===== config.mk =====
export PLATFORM = sky130hd
export DESIGN_NAME = mcs_mode_ctrl
export DESIGN_NICKNAME = d
export VERILOG_FILES = /design/src/logic/mcs_pkg.sv /design/src/logic/mcs_if.sv /design/src/logic/mcs_mode_ctrl.sv /design/src/logic/mcs_ref_scaler.sv /design/src/logic/mcs_sec_timer.sv
export SDC_FILE = /design/constraint.sdc
export NUM_CORES = 2
export LEC_CHECK = 0
export ABC_AREA = 1
export BUFFER_PORTS_ARGS = -buffer_cell sky130_fd_sc_hd__buf_4
export CORE_MARGIN = 2
export CORE_UTILIZATION = 31
export DETAILED_ROUTE_END_ITERATION = 6
export GPL_ROUTABILITY_DRIVEN = 0
export PLACE_DENSITY = 0.55
export SLEW_MARGIN = 5
export SYNTH_ARGS = -nofsm -noshare
export SYNTH_HDL_FRONTEND = slang
export SYNTH_SLANG_ARGS = --single-unit

===== constraint.sdc =====
create_clock -name i_clk -period 15.7 [get_ports i_clk]
set_input_delay 2.355 -clock i_clk [delete_from_list [all_inputs] [get_ports i_clk]]
set_output_delay 2.355 -clock i_clk [all_outputs]
set_load 0.01 [all_outputs]

===== src/logic/mcs_pkg.sv =====
// Behaviour
// - Starter-type setting selects the operating mode
// - Wye-delta masks bad SCR and stack overload
// - Up-to-speed time sets wye-to-delta changeover
// - Open and closed transition wye-delta supported
// - Wye-delta uses run and up-to-speed relays
// - Closed transition supervises bypass contactor feedback
// - Phase control fires SCRs open loop
// - Phase control: 0% off, 100% full voltage
// - Offset and span scale the analog input
// - Input accepts 0-10V, 0-20mA, 4-20mA
// - Phase control never drives the bypass contactor
// - Analog output carries 0-100% firing for slaves
// - Current follower regulates current in closed loop
// - Current follower start: run relay, gate SCRs
// - Current follower: 100% equals full-load current
// - Across-the-line start energizes the run relay
// - Across-the-line at speed energizes up-to-speed relay
// - Across-the-line masks bad SCR and stack overload
// - Across-the-line ignores ramp, kick and decel
// - Across-the-line holds SCR gates disabled
package mcs_pkg;
    typedef enum logic [2:0] {
        MCS_SOFT,
        MCS_WYE_OPEN,
        MCS_WYE_CLOSED,
        MCS_PHASE,
        MCS_CURR_FOLLOW,
        MCS_ATL
    } mcs_starter_t;

    typedef enum logic [1:0] {
        MCS_AIN_0_10V,
        MCS_AIN_0_20MA,
        MCS_AIN_4_20MA
    } mcs_ain_range_t;

    localparam int AIN_W = 12;
    localparam int PCT_W = 10;
    localparam int CUR_W = 16;
    localparam int SEC_W = 8;
    localparam int TICK_W = 32;

    localparam int CLK_PERIOD_NS = 4;
    localparam int SECOND_NS = 1_000_000_000;
    localparam int SECOND_CYCLES = SECOND_NS / CLK_PERIOD_NS;
    localparam int LOOP_PERIOD_NS = 1000;
    localparam int LOOP_CYCLES = LOOP_PERIOD_NS / CLK_PERIOD_NS;
    localparam logic [SEC_W-1:0] BYPASS_CONFIRM_S = 8'h02;

    localparam logic [PCT_W-1:0] PCT_ZERO = 10'h000;
    localparam logic [PCT_W-1:0] PCT_FULL = 10'h3E8;
    localparam logic [PCT_W-1:0] FIRING_STEP = 10'h001;
    localparam logic [AIN_W-1:0] ADC_LIVE_ZERO = 12'h333;
    localparam logic [AIN_W-1:0] ADC_MAX = 12'hFFF;

    // Linear map of num/den onto 0..PCT_FULL, clamped
    function automatic logic [PCT_W-1:0] mcs_scale(input logic [AIN_W-1:0] num,
                                                   input logic [AIN_W-1:0] den);
        logic [AIN_W+PCT_W-1:0] q;
        q = '0;
        if (den == '0) begin
            return PCT_ZERO;
        end
        q = ({10'h000, num} * {12'h000, PCT_FULL}) / {10'h000, den};
        if (q > {12'h000, PCT_FULL}) begin
            return PCT_FULL;
        end
        return q[PCT_W-1:0];
    endfunction

    // Fraction pct/PCT_FULL of a full-scale value
    function automatic logic [CUR_W-1:0] mcs_apply(input logic [PCT_W-1:0] pct,
                                                   input logic [CUR_W-1:0] full);
        logic [CUR_W+PCT_W-1:0] p;
        p = ({16'h0000, pct} * {10'h000, full}) / {16'h0000, PCT_FULL};
        return p[CUR_W-1:0];
    endfunction
endpackage


===== src/logic/mcs_if.sv =====
interface mcs_ref_if;
    import mcs_pkg::*;
    logic [AIN_W-1:0] raw;
    logic [AIN_W-1:0] offset;
    logic [AIN_W-1:0] span;
    mcs_ain_range_t range;
    logic [PCT_W-1:0] pct;
    modport scl(input raw, input offset, input span, input range, output pct);
    modport src(output raw, output offset, output span, output range, input pct);
endinterface

interface mcs_tmr_if;
    import mcs_pkg::*;
    logic run;
    logic [SEC_W-1:0] limit;
    logic done;
    modport cnt(input run, input limit, output done);
    modport ctl(output run, output limit, input done);
endinterface


===== src/logic/mcs_mode_ctrl.sv =====
module mcs_mode_ctrl #(
    parameter int unsigned SEC_CYCLES = mcs_pkg::SECOND_CYCLES
) (
    // Clock and reset
    input wire logic i_clk,
    input wire logic i_rstn,
    // Configuration
    input wire mcs_pkg::mcs_starter_t i_starter_type,
    input wire mcs_pkg::mcs_ain_range_t i_ain_range,
    input wire logic [mcs_pkg::AIN_W-1:0] i_ain_offset,
    input wire logic [mcs_pkg::AIN_W-1:0] i_ain_span,
    input wire logic [mcs_pkg::SEC_W-1:0] i_uts_time_s,
    input wire logic [mcs_pkg::CUR_W-1:0] i_motor_full_load_current,
    input wire logic i_bypass_confirm_en,
    // Control pins
    input wire logic i_start,
    input wire logic i_stop,
    input wire logic i_bypass_delta_contactor_fb,
    // Internal measurements and soft-start logic
    input wire logic [mcs_pkg::AIN_W-1:0] i_ain_raw,
    input wire logic [mcs_pkg::CUR_W-1:0] i_meas_current,
    input wire logic i_at_speed,
    input wire logic i_fault,
    input wire logic [mcs_pkg::PCT_W-1:0] i_soft_firing,
    // Relays and contactors
    output logic o_run_relay,
    output logic o_up_to_speed_relay,
    output logic o_bypass_drive,
    // SCR stack
    output logic o_scr_gate_en,
    output logic [mcs_pkg::PCT_W-1:0] o_firing,
    output logic [mcs_pkg::CUR_W-1:0] o_current_cmd,
    // Analog output and status
    output logic [mcs_pkg::PCT_W-1:0] o_analog_out,
    output logic o_bad_scr_prot_en,
    output logic o_stack_ovl_prot_en,
    output logic o_bypass_fault,
    output logic o_running
);
    import mcs_pkg::*;

    typedef enum logic [1:0] {
        ST_IDLE,
        ST_ACCEL,
        ST_AT_SPEED,
        ST_FAULT
    } mcs_state_t;

    localparam logic [TICK_W-1:0] LOOP_LAST = TICK_W'(LOOP_CYCLES - 1);

    // Contactor-only starters: the SCR stack never conducts
    function automatic logic mcs_electromech(input mcs_starter_t m);
        return (m == MCS_WYE_OPEN) || (m == MCS_WYE_CLOSED) || (m == MCS_ATL);
    endfunction

    function automatic logic mcs_active(input mcs_state_t s);
        return (s == ST_ACCEL) || (s == ST_AT_SPEED);
    endfunction

    mcs_state_t state;
    mcs_state_t next_state;
    mcs_starter_t mode;
    logic [1:0] start_sync;
    logic [1:0] stop_sync;
    logic [1:0] fb_sync;
    logic start_s;
    logic stop_s;
    logic fb_s;
    logic wye;
    logic trip;
    logic at_speed_cond;
    logic bypass_bad;
    logic fb_seen;
    logic [TICK_W-1:0] loop_cnt;
    logic loop_tick;
    logic [CUR_W-1:0] next_cmd;

    mcs_ref_if ref_io();
    mcs_tmr_if uts_tmr();
    mcs_tmr_if cfm_tmr();

    mcs_ref_scaler u_scaler (
        .i_clk(i_clk),
        .i_rstn(i_rstn),
        .ref_io(ref_io)
    );

    mcs_sec_timer #(.SEC_CYCLES(SEC_CYCLES)) u_uts_timer (
        .i_clk(i_clk),
        .i_rstn(i_rstn),
        .tmr(uts_tmr)
    );

    mcs_sec_timer #(.SEC_CYCLES(SEC_CYCLES)) u_confirm_timer (
        .i_clk(i_clk),
        .i_rstn(i_rstn),
        .tmr(cfm_tmr)
    );

    // Pin synchronisers
    always_ff @(posedge i_clk or negedge i_rstn) begin
        if (!i_rstn) begin
            start_sync <= '0;
            stop_sync <= '0;
            fb_sync <= '0;
        end else begin
            start_sync <= {start_sync[0], i_start};
            stop_sync <= {stop_sync[0], i_stop};
            fb_sync <= {fb_sync[0], i_bypass_delta_contactor_fb};
        end
    end

    assign start_s = start_sync[1];
    assign stop_s = stop_sync[1];
    assign fb_s = fb_sync[1];

    assign ref_io.raw = i_ain_raw;
    assign ref_io.offset = i_ain_offset;
    assign ref_io.span = i_ain_span;
    assign ref_io.range = i_ain_range;

    assign wye = (mode == MCS_WYE_OPEN) || (mode == MCS_WYE_CLOSED);

    // Changeover timer runs from start while in wye-delta
    assign uts_tmr.run = wye && (state == ST_ACCEL || state == ST_AT_SPEED);
    assign uts_tmr.limit = i_uts_time_s;

    // Confirm window opens when the delta relay closes
    assign cfm_tmr.run = (mode == MCS_WYE_CLOSED) && i_bypass_confirm_en
                         && o_up_to_speed_relay;
    assign cfm_tmr.limit = BYPASS_CONFIRM_S;

    assign bypass_bad = cfm_tmr.done && !fb_s;
    assign trip = i_fault || bypass_bad || o_bypass_fault;

    always_comb begin
        case (mode)
            MCS_WYE_OPEN, MCS_WYE_CLOSED: at_speed_cond = uts_tmr.done;
            default: at_speed_cond = i_at_speed;
        endcase
    end

    always_comb begin
        next_state = state;
        case (state)
            ST_IDLE: begin
                if (start_s && !stop_s && !i_fault) begin
                    next_state = ST_ACCEL;
                end
            end
            ST_ACCEL: begin
                if (trip) begin
                    next_state = ST_FAULT;
                end else if (stop_s || !start_s) begin
                    next_state = ST_IDLE;
                end else if (at_speed_cond) begin
                    next_state = ST_AT_SPEED;
                end
            end
            ST_AT_SPEED: begin
                if (trip) begin
                    next_state = ST_FAULT;
                end else if (stop_s || !start_s) begin
                    next_state = ST_IDLE;
                end
            end
            default: begin
                if (!start_s) begin
                    next_state = ST_IDLE;
                end
            end
        endcase
    end

    always_ff @(posedge i_clk or negedge i_rstn) begin
        if (!i_rstn) begin
            state <= ST_IDLE;
        end else begin
            state <= next_state;
        end
    end

    // Mode latched while stopped so a running start never changes type
    always_ff @(posedge i_clk or negedge i_rstn) begin
        if (!i_rstn) begin
            mode <= MCS_SOFT;
        end else if (state == ST_IDLE) begin
            mode <= i_starter_type;
        end
    end

    // Bypass supervision: missing or lost feedback trips the start
    always_ff @(posedge i_clk or negedge i_rstn) begin
        if (!i_rstn) begin
            fb_seen <= 1'b0;
            o_bypass_fault <= 1'b0;
        end else if (state == ST_IDLE && next_state == ST_ACCEL) begin
            fb_seen <= 1'b0;
            o_bypass_fault <= 1'b0;
        end else if (cfm_tmr.run) begin
            fb_seen <= fb_seen || fb_s;
            if (bypass_bad || (fb_seen && !fb_s)) begin
                o_bypass_fault <= 1'b1;
            end
        end
    end

    // Motor energized while accelerating or at speed
    always_ff @(posedge i_clk or negedge i_rstn) begin
        if (!i_rstn) begin
            o_running <= 1'b0;
        end else begin
            o_running <= mcs_active(next_state);
        end
    end

    // Run relay with start in every mode
    always_ff @(posedge i_clk or negedge i_rstn) begin
        if (!i_rstn) begin
            o_run_relay <= 1'b0;
        end else begin
            o_run_relay <= mcs_active(next_state);
        end
    end

    always_ff @(posedge i_clk or negedge i_rstn) begin
        if (!i_rstn) begin
            o_up_to_speed_relay <= 1'b0;
        end else begin
            o_up_to_speed_relay <= (next_state == ST_AT_SPEED)
                                   && (wye || mode == MCS_ATL
                                       || mode == MCS_SOFT);
        end
    end

    // Only a bypassed soft starter closes the bypass
    always_ff @(posedge i_clk or negedge i_rstn) begin
        if (!i_rstn) begin
            o_bypass_drive <= 1'b0;
        end else begin
            o_bypass_drive <= (next_state == ST_AT_SPEED) && (mode == MCS_SOFT);
        end
    end

    // Electromechanical modes mask the SCR-stack protections
    always_ff @(posedge i_clk or negedge i_rstn) begin
        if (!i_rstn) begin
            o_bad_scr_prot_en <= 1'b1;
        end else begin
            o_bad_scr_prot_en <= !mcs_electromech(mode);
        end
    end

    always_ff @(posedge i_clk or negedge i_rstn) begin
        if (!i_rstn) begin
            o_stack_ovl_prot_en <= 1'b1;
        end else begin
            o_stack_ovl_prot_en <= !mcs_electromech(mode);
        end
    end

    always_ff @(posedge i_clk or negedge i_rstn) begin
        if (!i_rstn) begin
            loop_cnt <= '0;
        end else if (loop_cnt == LOOP_LAST) begin
            loop_cnt <= '0;
        end else begin
            loop_cnt <= loop_cnt + 1'b1;
        end
    end

    assign loop_tick = (loop_cnt == LOOP_LAST);
    assign next_cmd = mcs_apply(ref_io.pct, i_motor_full_load_current);

    always_ff @(posedge i_clk or negedge i_rstn) begin
        if (!i_rstn) begin
            o_current_cmd <= '0;
        end else if (mode == MCS_CURR_FOLLOW && o_running) begin
            o_current_cmd <= next_cmd;
        end else begin
            o_current_cmd <= '0;
        end
    end

    // SCR gating: only the stack-driven modes conduct
    always_ff @(posedge i_clk or negedge i_rstn) begin
        if (!i_rstn) begin
            o_scr_gate_en <= 1'b0;
        end else if (!o_running) begin
            o_scr_gate_en <= 1'b0;
        end else begin
            case (mode)
                MCS_PHASE, MCS_CURR_FOLLOW, MCS_SOFT: o_scr_gate_en <= 1'b1;
                default: o_scr_gate_en <= 1'b0;
            endcase
        end
    end

    always_ff @(posedge i_clk or negedge i_rstn) begin
        if (!i_rstn) begin
            o_firing <= PCT_ZERO;
        end else if (!o_running) begin
            o_firing <= PCT_ZERO;
        end else begin
            case (mode)
                MCS_PHASE: begin
                    o_firing <= ref_io.pct;
                end
                MCS_CURR_FOLLOW: begin
                    if (o_current_cmd == '0) begin
                        o_firing <= PCT_ZERO;
                    end else if (loop_tick) begin
                        if (i_meas_current < o_current_cmd && o_firing < PCT_FULL) begin
                            o_firing <= o_firing + FIRING_STEP;
                        end else if (i_meas_current > o_current_cmd
                                     && o_firing > PCT_ZERO) begin
                            o_firing <= o_firing - FIRING_STEP;
                        end
                    end
                end
                MCS_SOFT: begin
                    o_firing <= i_soft_firing;
                end
                default: begin
                    // Wye-delta and full voltage: ramp inputs never reach the gates
                    o_firing <= PCT_ZERO;
                end
            endcase
        end
    end

    // Firing mirrored for slave starters
    always_ff @(posedge i_clk or negedge i_rstn) begin
        if (!i_rstn) begin
            o_analog_out <= PCT_ZERO;
        end else begin
            o_analog_out <= o_firing;
        end
    end
endmodule


===== src/logic/mcs_ref_scaler.sv =====
module mcs_ref_scaler (
    input wire logic i_clk,
    input wire logic i_rstn,
    mcs_ref_if.scl ref_io
);
    import mcs_pkg::*;

    logic [AIN_W:0] eff_offset;
    logic [AIN_W-1:0] zero_pt;
    logic [AIN_W-1:0] diff;

    // Live zero of a 4-20mA source added to the user offset
    always_comb begin
        eff_offset = {1'b0, ref_io.offset};
        if (ref_io.range == MCS_AIN_4_20MA) begin
            eff_offset = {1'b0, ref_io.offset} + {1'b0, ADC_LIVE_ZERO};
        end
        zero_pt = eff_offset[AIN_W] ? ADC_MAX : eff_offset[AIN_W-1:0];
        diff = (ref_io.raw > zero_pt) ? (ref_io.raw - zero_pt) : '0;
    end

    always_ff @(posedge i_clk or negedge i_rstn) begin
        if (!i_rstn) begin
            ref_io.pct <= PCT_ZERO;
        end else begin
            ref_io.pct <= mcs_scale(diff, ref_io.span);
        end
    end
endmodule


===== src/logic/mcs_sec_timer.sv =====
module mcs_sec_timer #(
    parameter int unsigned SEC_CYCLES = mcs_pkg::SECOND_CYCLES
) (
    input wire logic i_clk,
    input wire logic i_rstn,
    mcs_tmr_if.cnt tmr
);
    import mcs_pkg::*;

    localparam logic [TICK_W-1:0] TICK_LAST = TICK_W'(SEC_CYCLES - 1);

    logic [TICK_W-1:0] tick;
    logic [SEC_W-1:0] secs;

    always_ff @(posedge i_clk or negedge i_rstn) begin
        if (!i_rstn) begin
            tick <= '0;
        end else if (!tmr.run || tick == TICK_LAST) begin
            tick <= '0;
        end else begin
            tick <= tick + 1'b1;
        end
    end

    always_ff @(posedge i_clk or negedge i_rstn) begin
        if (!i_rstn) begin
            secs <= '0;
        end else if (!tmr.run) begin
            secs <= '0;
        end else if (tick == TICK_LAST && secs != tmr.limit) begin
            secs <= secs + 1'b1;
        end
    end

    always_ff @(posedge i_clk or negedge i_rstn) begin
        if (!i_rstn) begin
            tmr.done <= 1'b0;
        end else begin
            tmr.done <= tmr.run && (secs == tmr.limit);
        end
    end
endmodule


-- Word-level counts from Yosys, hierarchy flattened
Index checks and enable logic that the tools add are counted.
- flip-flop bits (word level): 178
- bits of input ports: 99
- word-level logic and storage cells: 149
- multipliers: 2
- div/mod/pow operators: 2
- reductions and logical operators: 46
- mux-type cells: 40
- add/sub/neg operators: 9
- $lt $le $gt $ge: 6
- equal/unequal tests: 21
- operators with widths (cell ; number):
    adder 32 x 1 -> 32 bit, second input constant ; 3
    2-to-1 mux 32 bit ; 3
    2-to-1 mux 10 bit ; 9
    equality test 32 x 28 -> 1 bit, second input constant ; 2
    equality test 32 x 8 -> 1 bit, second input constant ; 1
    2-to-1 mux 8 bit ; 4
    case mux 10 bit (3 select lines) ; 1
    divider 26 x 10 -> 26 bit, second input constant ; 1
    multiplier 10 x 16 -> 26 bit ; 1
    2-to-1 mux 12 bit ; 2
    divider 22 x 12 -> 22 bit ; 1
    > comparator 22 x 10 -> 1 bit, second input constant ; 1
    multiplier 12 x 7 -> 19 bit, second input constant ; 1
    logical AND 1 bit ; 17
    adder 8 x 1 -> 8 bit, second input constant ; 2
    > comparator 16 bit ; 1
    logical NOT 16 bit ; 1
    < comparator 16 bit ; 1
    2-to-1 mux 16 bit ; 1
    2-to-1 mux 2 bit ; 7
    adder 12 x 10 -> 13 bit, second input constant ; 1
    2-to-1 mux 13 bit ; 1
    > comparator 12 bit ; 1
    logical NOT 12 bit ; 1
    other kinds (27) ; 62

-- Longest topological paths before layout
- word-level depth: 12
- mapped depth: 386

-- By module
A second synthesis with hierarchy kept.
- cell total of the unflattened synthesis: 5293
- area total of the unflattened synthesis: 33975.1 µm²
- modules (own cells, without submodules) (module ; area each (µm²) ; cells an instance ; seq. area each (µm²) ; instances):
    mcs_ref_scaler ; 14527.7 ; 2288 ; 250.2 ; 1
    mcs_mode_ctrl ; 13879.6 ; 2105 ; 2153.3 ; 1
    mcs_sec_timer ; 2783.9 ; 450 ; 1026.0 ; 2

-- Least setup slack after synthesis
OpenSTA, ideal clock, no wires.
- kind: input to register
- from: input i_ain_offset[0] in the netlist's numbering
- to: register u_scaler.ref_io.pct[0]
- setup slack: -37.713 ns
- required time: 15.629 ns
- setup time: 0.071 ns
- arrival: 53.341 ns
- cell stages on the path: 366
- cell sequence: inv_1 > ha_1 > inv_1 > nand3_1 > nand2_1 > nand3_1 > nand2_1 > nand2_1 > nor2_1 > nand2_1 > inv_1 > nor2_1 > inv_1 > fa_1 > o21ai_0 > a21oi_1 > o21ai_0 > a21oi_1 > [... 330 more ...] > nand4_1 > nor2_1 > nand3_2 > inv_1 > buf_4 > o21ai_0 > ha_1 > a21oi_1 > nor2_1 > a211oi_1 > nand2_1 > nand2_1 > nand2_1 > nand2_1 > nand4_1 > nand2_2 > nand2_2 > nor2_1
- word-level cells in the longest chain between the ends: 12
- elaborated cells between the ends (all ways): 14
- ends and longest elaborated chain (element ; RTL line ; source):
    start, declared ; mcs_mode_ctrl.sv:10 ; input wire logic [mcs_pkg::AIN_W-1:0] i_ain_offset,
    adder 12 x 10 -> 13 bit ; mcs_ref_scaler.sv:16 ; eff_offset = {1'b0, ref_io.offset} + {1'b0, ADC_LIVE_ZERO};
    2-to-1 mux 13 bit (*) ; mcs_ref_scaler.sv:15 ; if (ref_io.range == MCS_AIN_4_20MA) begin
    2-to-1 mux 12 bit (*) ; mcs_ref_scaler.sv:18 ; zero_pt = eff_offset[AIN_W] ? ADC_MAX : eff_offset[AIN_W-1:0];
    subtractor 12 bit or > comparator 12 bit (tied branches) ; mcs_ref_scaler.sv:19 ; diff = (ref_io.raw > zero_pt) ? (ref_io.raw - zero_pt) : '0;
    2-to-1 mux 12 bit (*) ; mcs_ref_scaler.sv:19 ;
    multiplier 12 x 7 -> 19 bit (*) ; mcs_pkg.sv:65 ; q = ({10'h000, num} * {12'h000, PCT_FULL}) / {10'h000, den};
    divider 22 x 12 -> 22 bit (*) ; mcs_pkg.sv:65 ;
    > comparator 22 x 10 -> 1 bit ; mcs_pkg.sv:66 ; if (q > {12'h000, PCT_FULL}) begin
    2-to-1 mux 1 bit ; mcs_pkg.sv:66 ;
    2-to-1 mux 1 bit ; mcs_pkg.sv:65 ;
    2-to-1 mux 10 bit (*) ; mcs_pkg.sv:69 ; return q[PCT_W-1:0];
    2-to-1 mux 10 bit (*) ; mcs_pkg.sv:65 ;
    end signal, assigned ; mcs_ref_scaler.sv:26 ; ref_io.pct <= mcs_scale(diff, ref_io.span);
    end, declared ; mcs_if.sv:8 ; modport scl(input raw, input offset, input span, input range, output pct);
Mark *: on every way between the ends. The rest lies on a longest branch, timed or not. The select of a mux whose other input is x is not followed.
A chain may end at the register's enable or synchronous reset.

-- Final worst setup path
- from: input i_ain_offset[0] in the netlist's numbering
- to: register u_scaler.ref_io.pct[5]
Same word-level chain as after synthesis.

==> flow_summary.yaml <==
logic_synthesis:
  syn-cell-area_um2: 31100
  synth_top_area_share_pct: 14.2
  synth_cell_types: 67
  ys.flop_type: "dfrtp_1"
  synth_area_leaders: "dfrtp_1 (14%), ha_1 (14%), nand2_1 (13%)"
  ys_async_sr_fraction_pct: 100
  ys_ff_latch: 178
  synth_enable_flop_cells: 0
  synthCells: 4670
  avgSynthCellArea_um2: 6.66
  ys_seq_area_share_pct: 14.3
  synth-warning-count: 0
  synth_area_leader_cell: "dfrtp_1"
  synth.net_count: 5273
sta:
  timing.hold.ws_ps: 344
  rsz0062_at_grt: "true"
  fin_crit_sh_pct: 297
  drv_slew: 0
  setup-tns-final_ps: -304530
  fin_skew_ps: 21.1
  worst-slew-pin-transition_ps: 970
  finalCriticalPeriod_ps: 46660
  fin_ws_ps: -30960
  finalHoldViolations: 0
  fmax_ghz: 0.0214
  slew_headroom_pct: 35.3
  finalSetupViolCount: 10
routing:
  first_pass_iters: 6
  viasPerCell: 4.62
  ant_nets: 0
  drt-total-wl_mm: 95.3
  dr_total_vias: 34100
  drtIter0Drc: 1481
  post_drt_wl_per_cell_um: 12.9
  drc: 0
worst_hold_path:
  hold_path.class: "reg -> reg"
  hold_start: "fb_sync[0]"
finish:
  mostFrequentLayoutCell: "buf_4"
  final.fill_count: 9708
  drive_gt1_share_pct: 36.9
  nets: 6672
  area_delta_synth_final_pct: 51.4
  final_cell_mix: "buf_4 (1421), nand2_1 (987), inv_1 (783)"
  fin_util_pct: 47.2
  final_cells: 7381
critical_path:
  startpoint_type: "input port"
  critPathMaxStageDelay_ps: 560
  path_class: "in -> reg"
  critPathCaptureType: "register"
  worst_ep_arrival_time_ps: 46990
  reg2reg_to: "o_current_cmd[0]"
  startpoint: "i_ain_offset[0]"
  cpMostUsedCell: "buf_4"
  r2r_start: "u_scaler.ref_io.pct[2]"
  rrSetupSlack_ps: 1960
  crit_slowest_cell: "fa_1"
  cp_data_required_time_ps: 16030
  r2r_cells: 100
  path_max_fanout: 19
  crit_path_end: "u_scaler.ref_io.pct[5]"
clock_network:
  cts_hold_buf: 0
  clk_latency_ps: 460
  cts-buffers-inserted: 17
  path_clk_slew_ps: 80
  h-tree-depth: 4
  cts_tree: "yes"
  cts.sinks: 178
  clk_path_buf_depth: 2
  cts-root-buf: "clkbuf_16"
die:
  die_area_um2: 103000
  die_height_um: 321
  ioPinCount: 143
  start_util_pct: 31.2
  fp.dieW_um: 321
  core_region_area_um2: 99900
  num_rows: 116
placement:
  port_buffers: 142
  hpwl_mm: 69.7
  post-place-cells: 6812
global_route:
  grt_start_max_net_pins: 117
  antenna_found_initial: 3
  grt_pass1_vias: 33600
  overflow: 0
  track_usage_pct: 17.7
  grt_pass1_wl_mm: 155
outcome:
  outcome: "finished with violations"
  violations: "negative setup slack"
run:
  drv_cap: 0
[what timing repair did]
| item | in CTS | in global routing |
|---|---|---|
| pin swaps | 179 | 384 |
| setup endpoints to repair | 10 | 13 |
| cloned | 4 | 2 |
| setup buffers | 404 | 128 |
| resized for setup | 153 | 430 |
[cell type report]
type	count	area, µm²	share of cell area, %
Antenna cell	1	2.50	0.00531
Clock buffer	17	425	0.903
Clock inverter	15	225	0.478
Inverter	880	3410	7.24
Multi-Input combinational cell	3529	25700	54.6
Sequential cell	178	4460	9.46
Tap cell	1298	1620	3.45
Timing Repair Buffer	1460	11200	23.8
Timing Repair inverter	3	21.3	0.0452
[metal layers]
layer,vias to the layer above,global-route usage (%),routed length [µm],share of wire (%)
met5,-,0,11,0.012
met3,151,1.49,2440,2.6
met2,489,33.5,49000,51
met4,2,4.67,2410,2.5
met1,15800,21.3,41500,43
li1,17700,-,-,-
[Yosys cell counts, drive strengths merged, types with 7 or more instances]
master  number
a221oi       7
o21ai      286
o31ai        9
clkinv      13
a21oi      260
nand4       62
nor3        85
nor2       401
xor2       159
or2         23
a31oi       12
nor3b       10
nor4        26
nand3      248
fa         151
nand2     1209
o21bai      35
buf         15
xnor2       72
a211oi      10
o21a        10
nand3b      17
ha         353
a21o        33
and2        10
o211ai       9
o22ai        7
inv        867
dfrtp      177
clkbuf      68
[stage by stage]
step           worst slack [ps]  area (µm²)
2_1_floorplan            -32350       31800
3_3_place_gp             -30050       39800
3_5_place_dp             -31480       39800
4_1_cts                  -28930       44100
5_1_grt                  -33990       47100
6_report                 -30960       47100
[sequential cells by signal, indices dropped and copies added (netlist names), 2 cells and up]
name and count:
fb_sync 2, loop_cnt 32, mode 3, o_analog_out 10
o_current_cmd 16, o_firing 10, start_sync 2, state 2
stop_sync 2, u_confirm_timer.secs 8, u_confirm_timer.tick 32, u_scaler.ref_io.pct 10
u_uts_timer.secs 8, u_uts_timer.tick 32
[worst max-delay path: cells and delay by family]
family          cells  cell delay (ps)
xor+xnor            4              630
mux                 1              140
simple gates       89             9010
fa+ha+maj          27             8060
buf+inv           108            11270
compound gates    112            15450
[how the worst min path moves through the flow]
stage                         end  slack (ps)  cells after the start
CTS                    fb_sync[1]         350                      0
global route        start_sync[1]         370                      0
global placement       fb_sync[1]         330                      0
floorplan              fb_sync[1]         330                      0
detailed placement     fb_sync[1]         340                      0
finish                 fb_sync[1]         340                      0
[logic make-up after synthesis]
family / count (synthesis) / share of synthesized area (%)
adders and majority gates: 504 / 23.9
AOI/OAI and AO/OA: 692 / 12.6
DFF: 178 / 14.3
buffers and inverters: 963 / 11.9
muxes: 2 / 0.0643
and+or+nand+nor: 2100 / 30.6
xor gates and xnor gates: 231 / 6.59
Power is left out: the tool's default activity adds up to more than one toggle a clock period on the data nets, which glitch-free logic cannot reach.
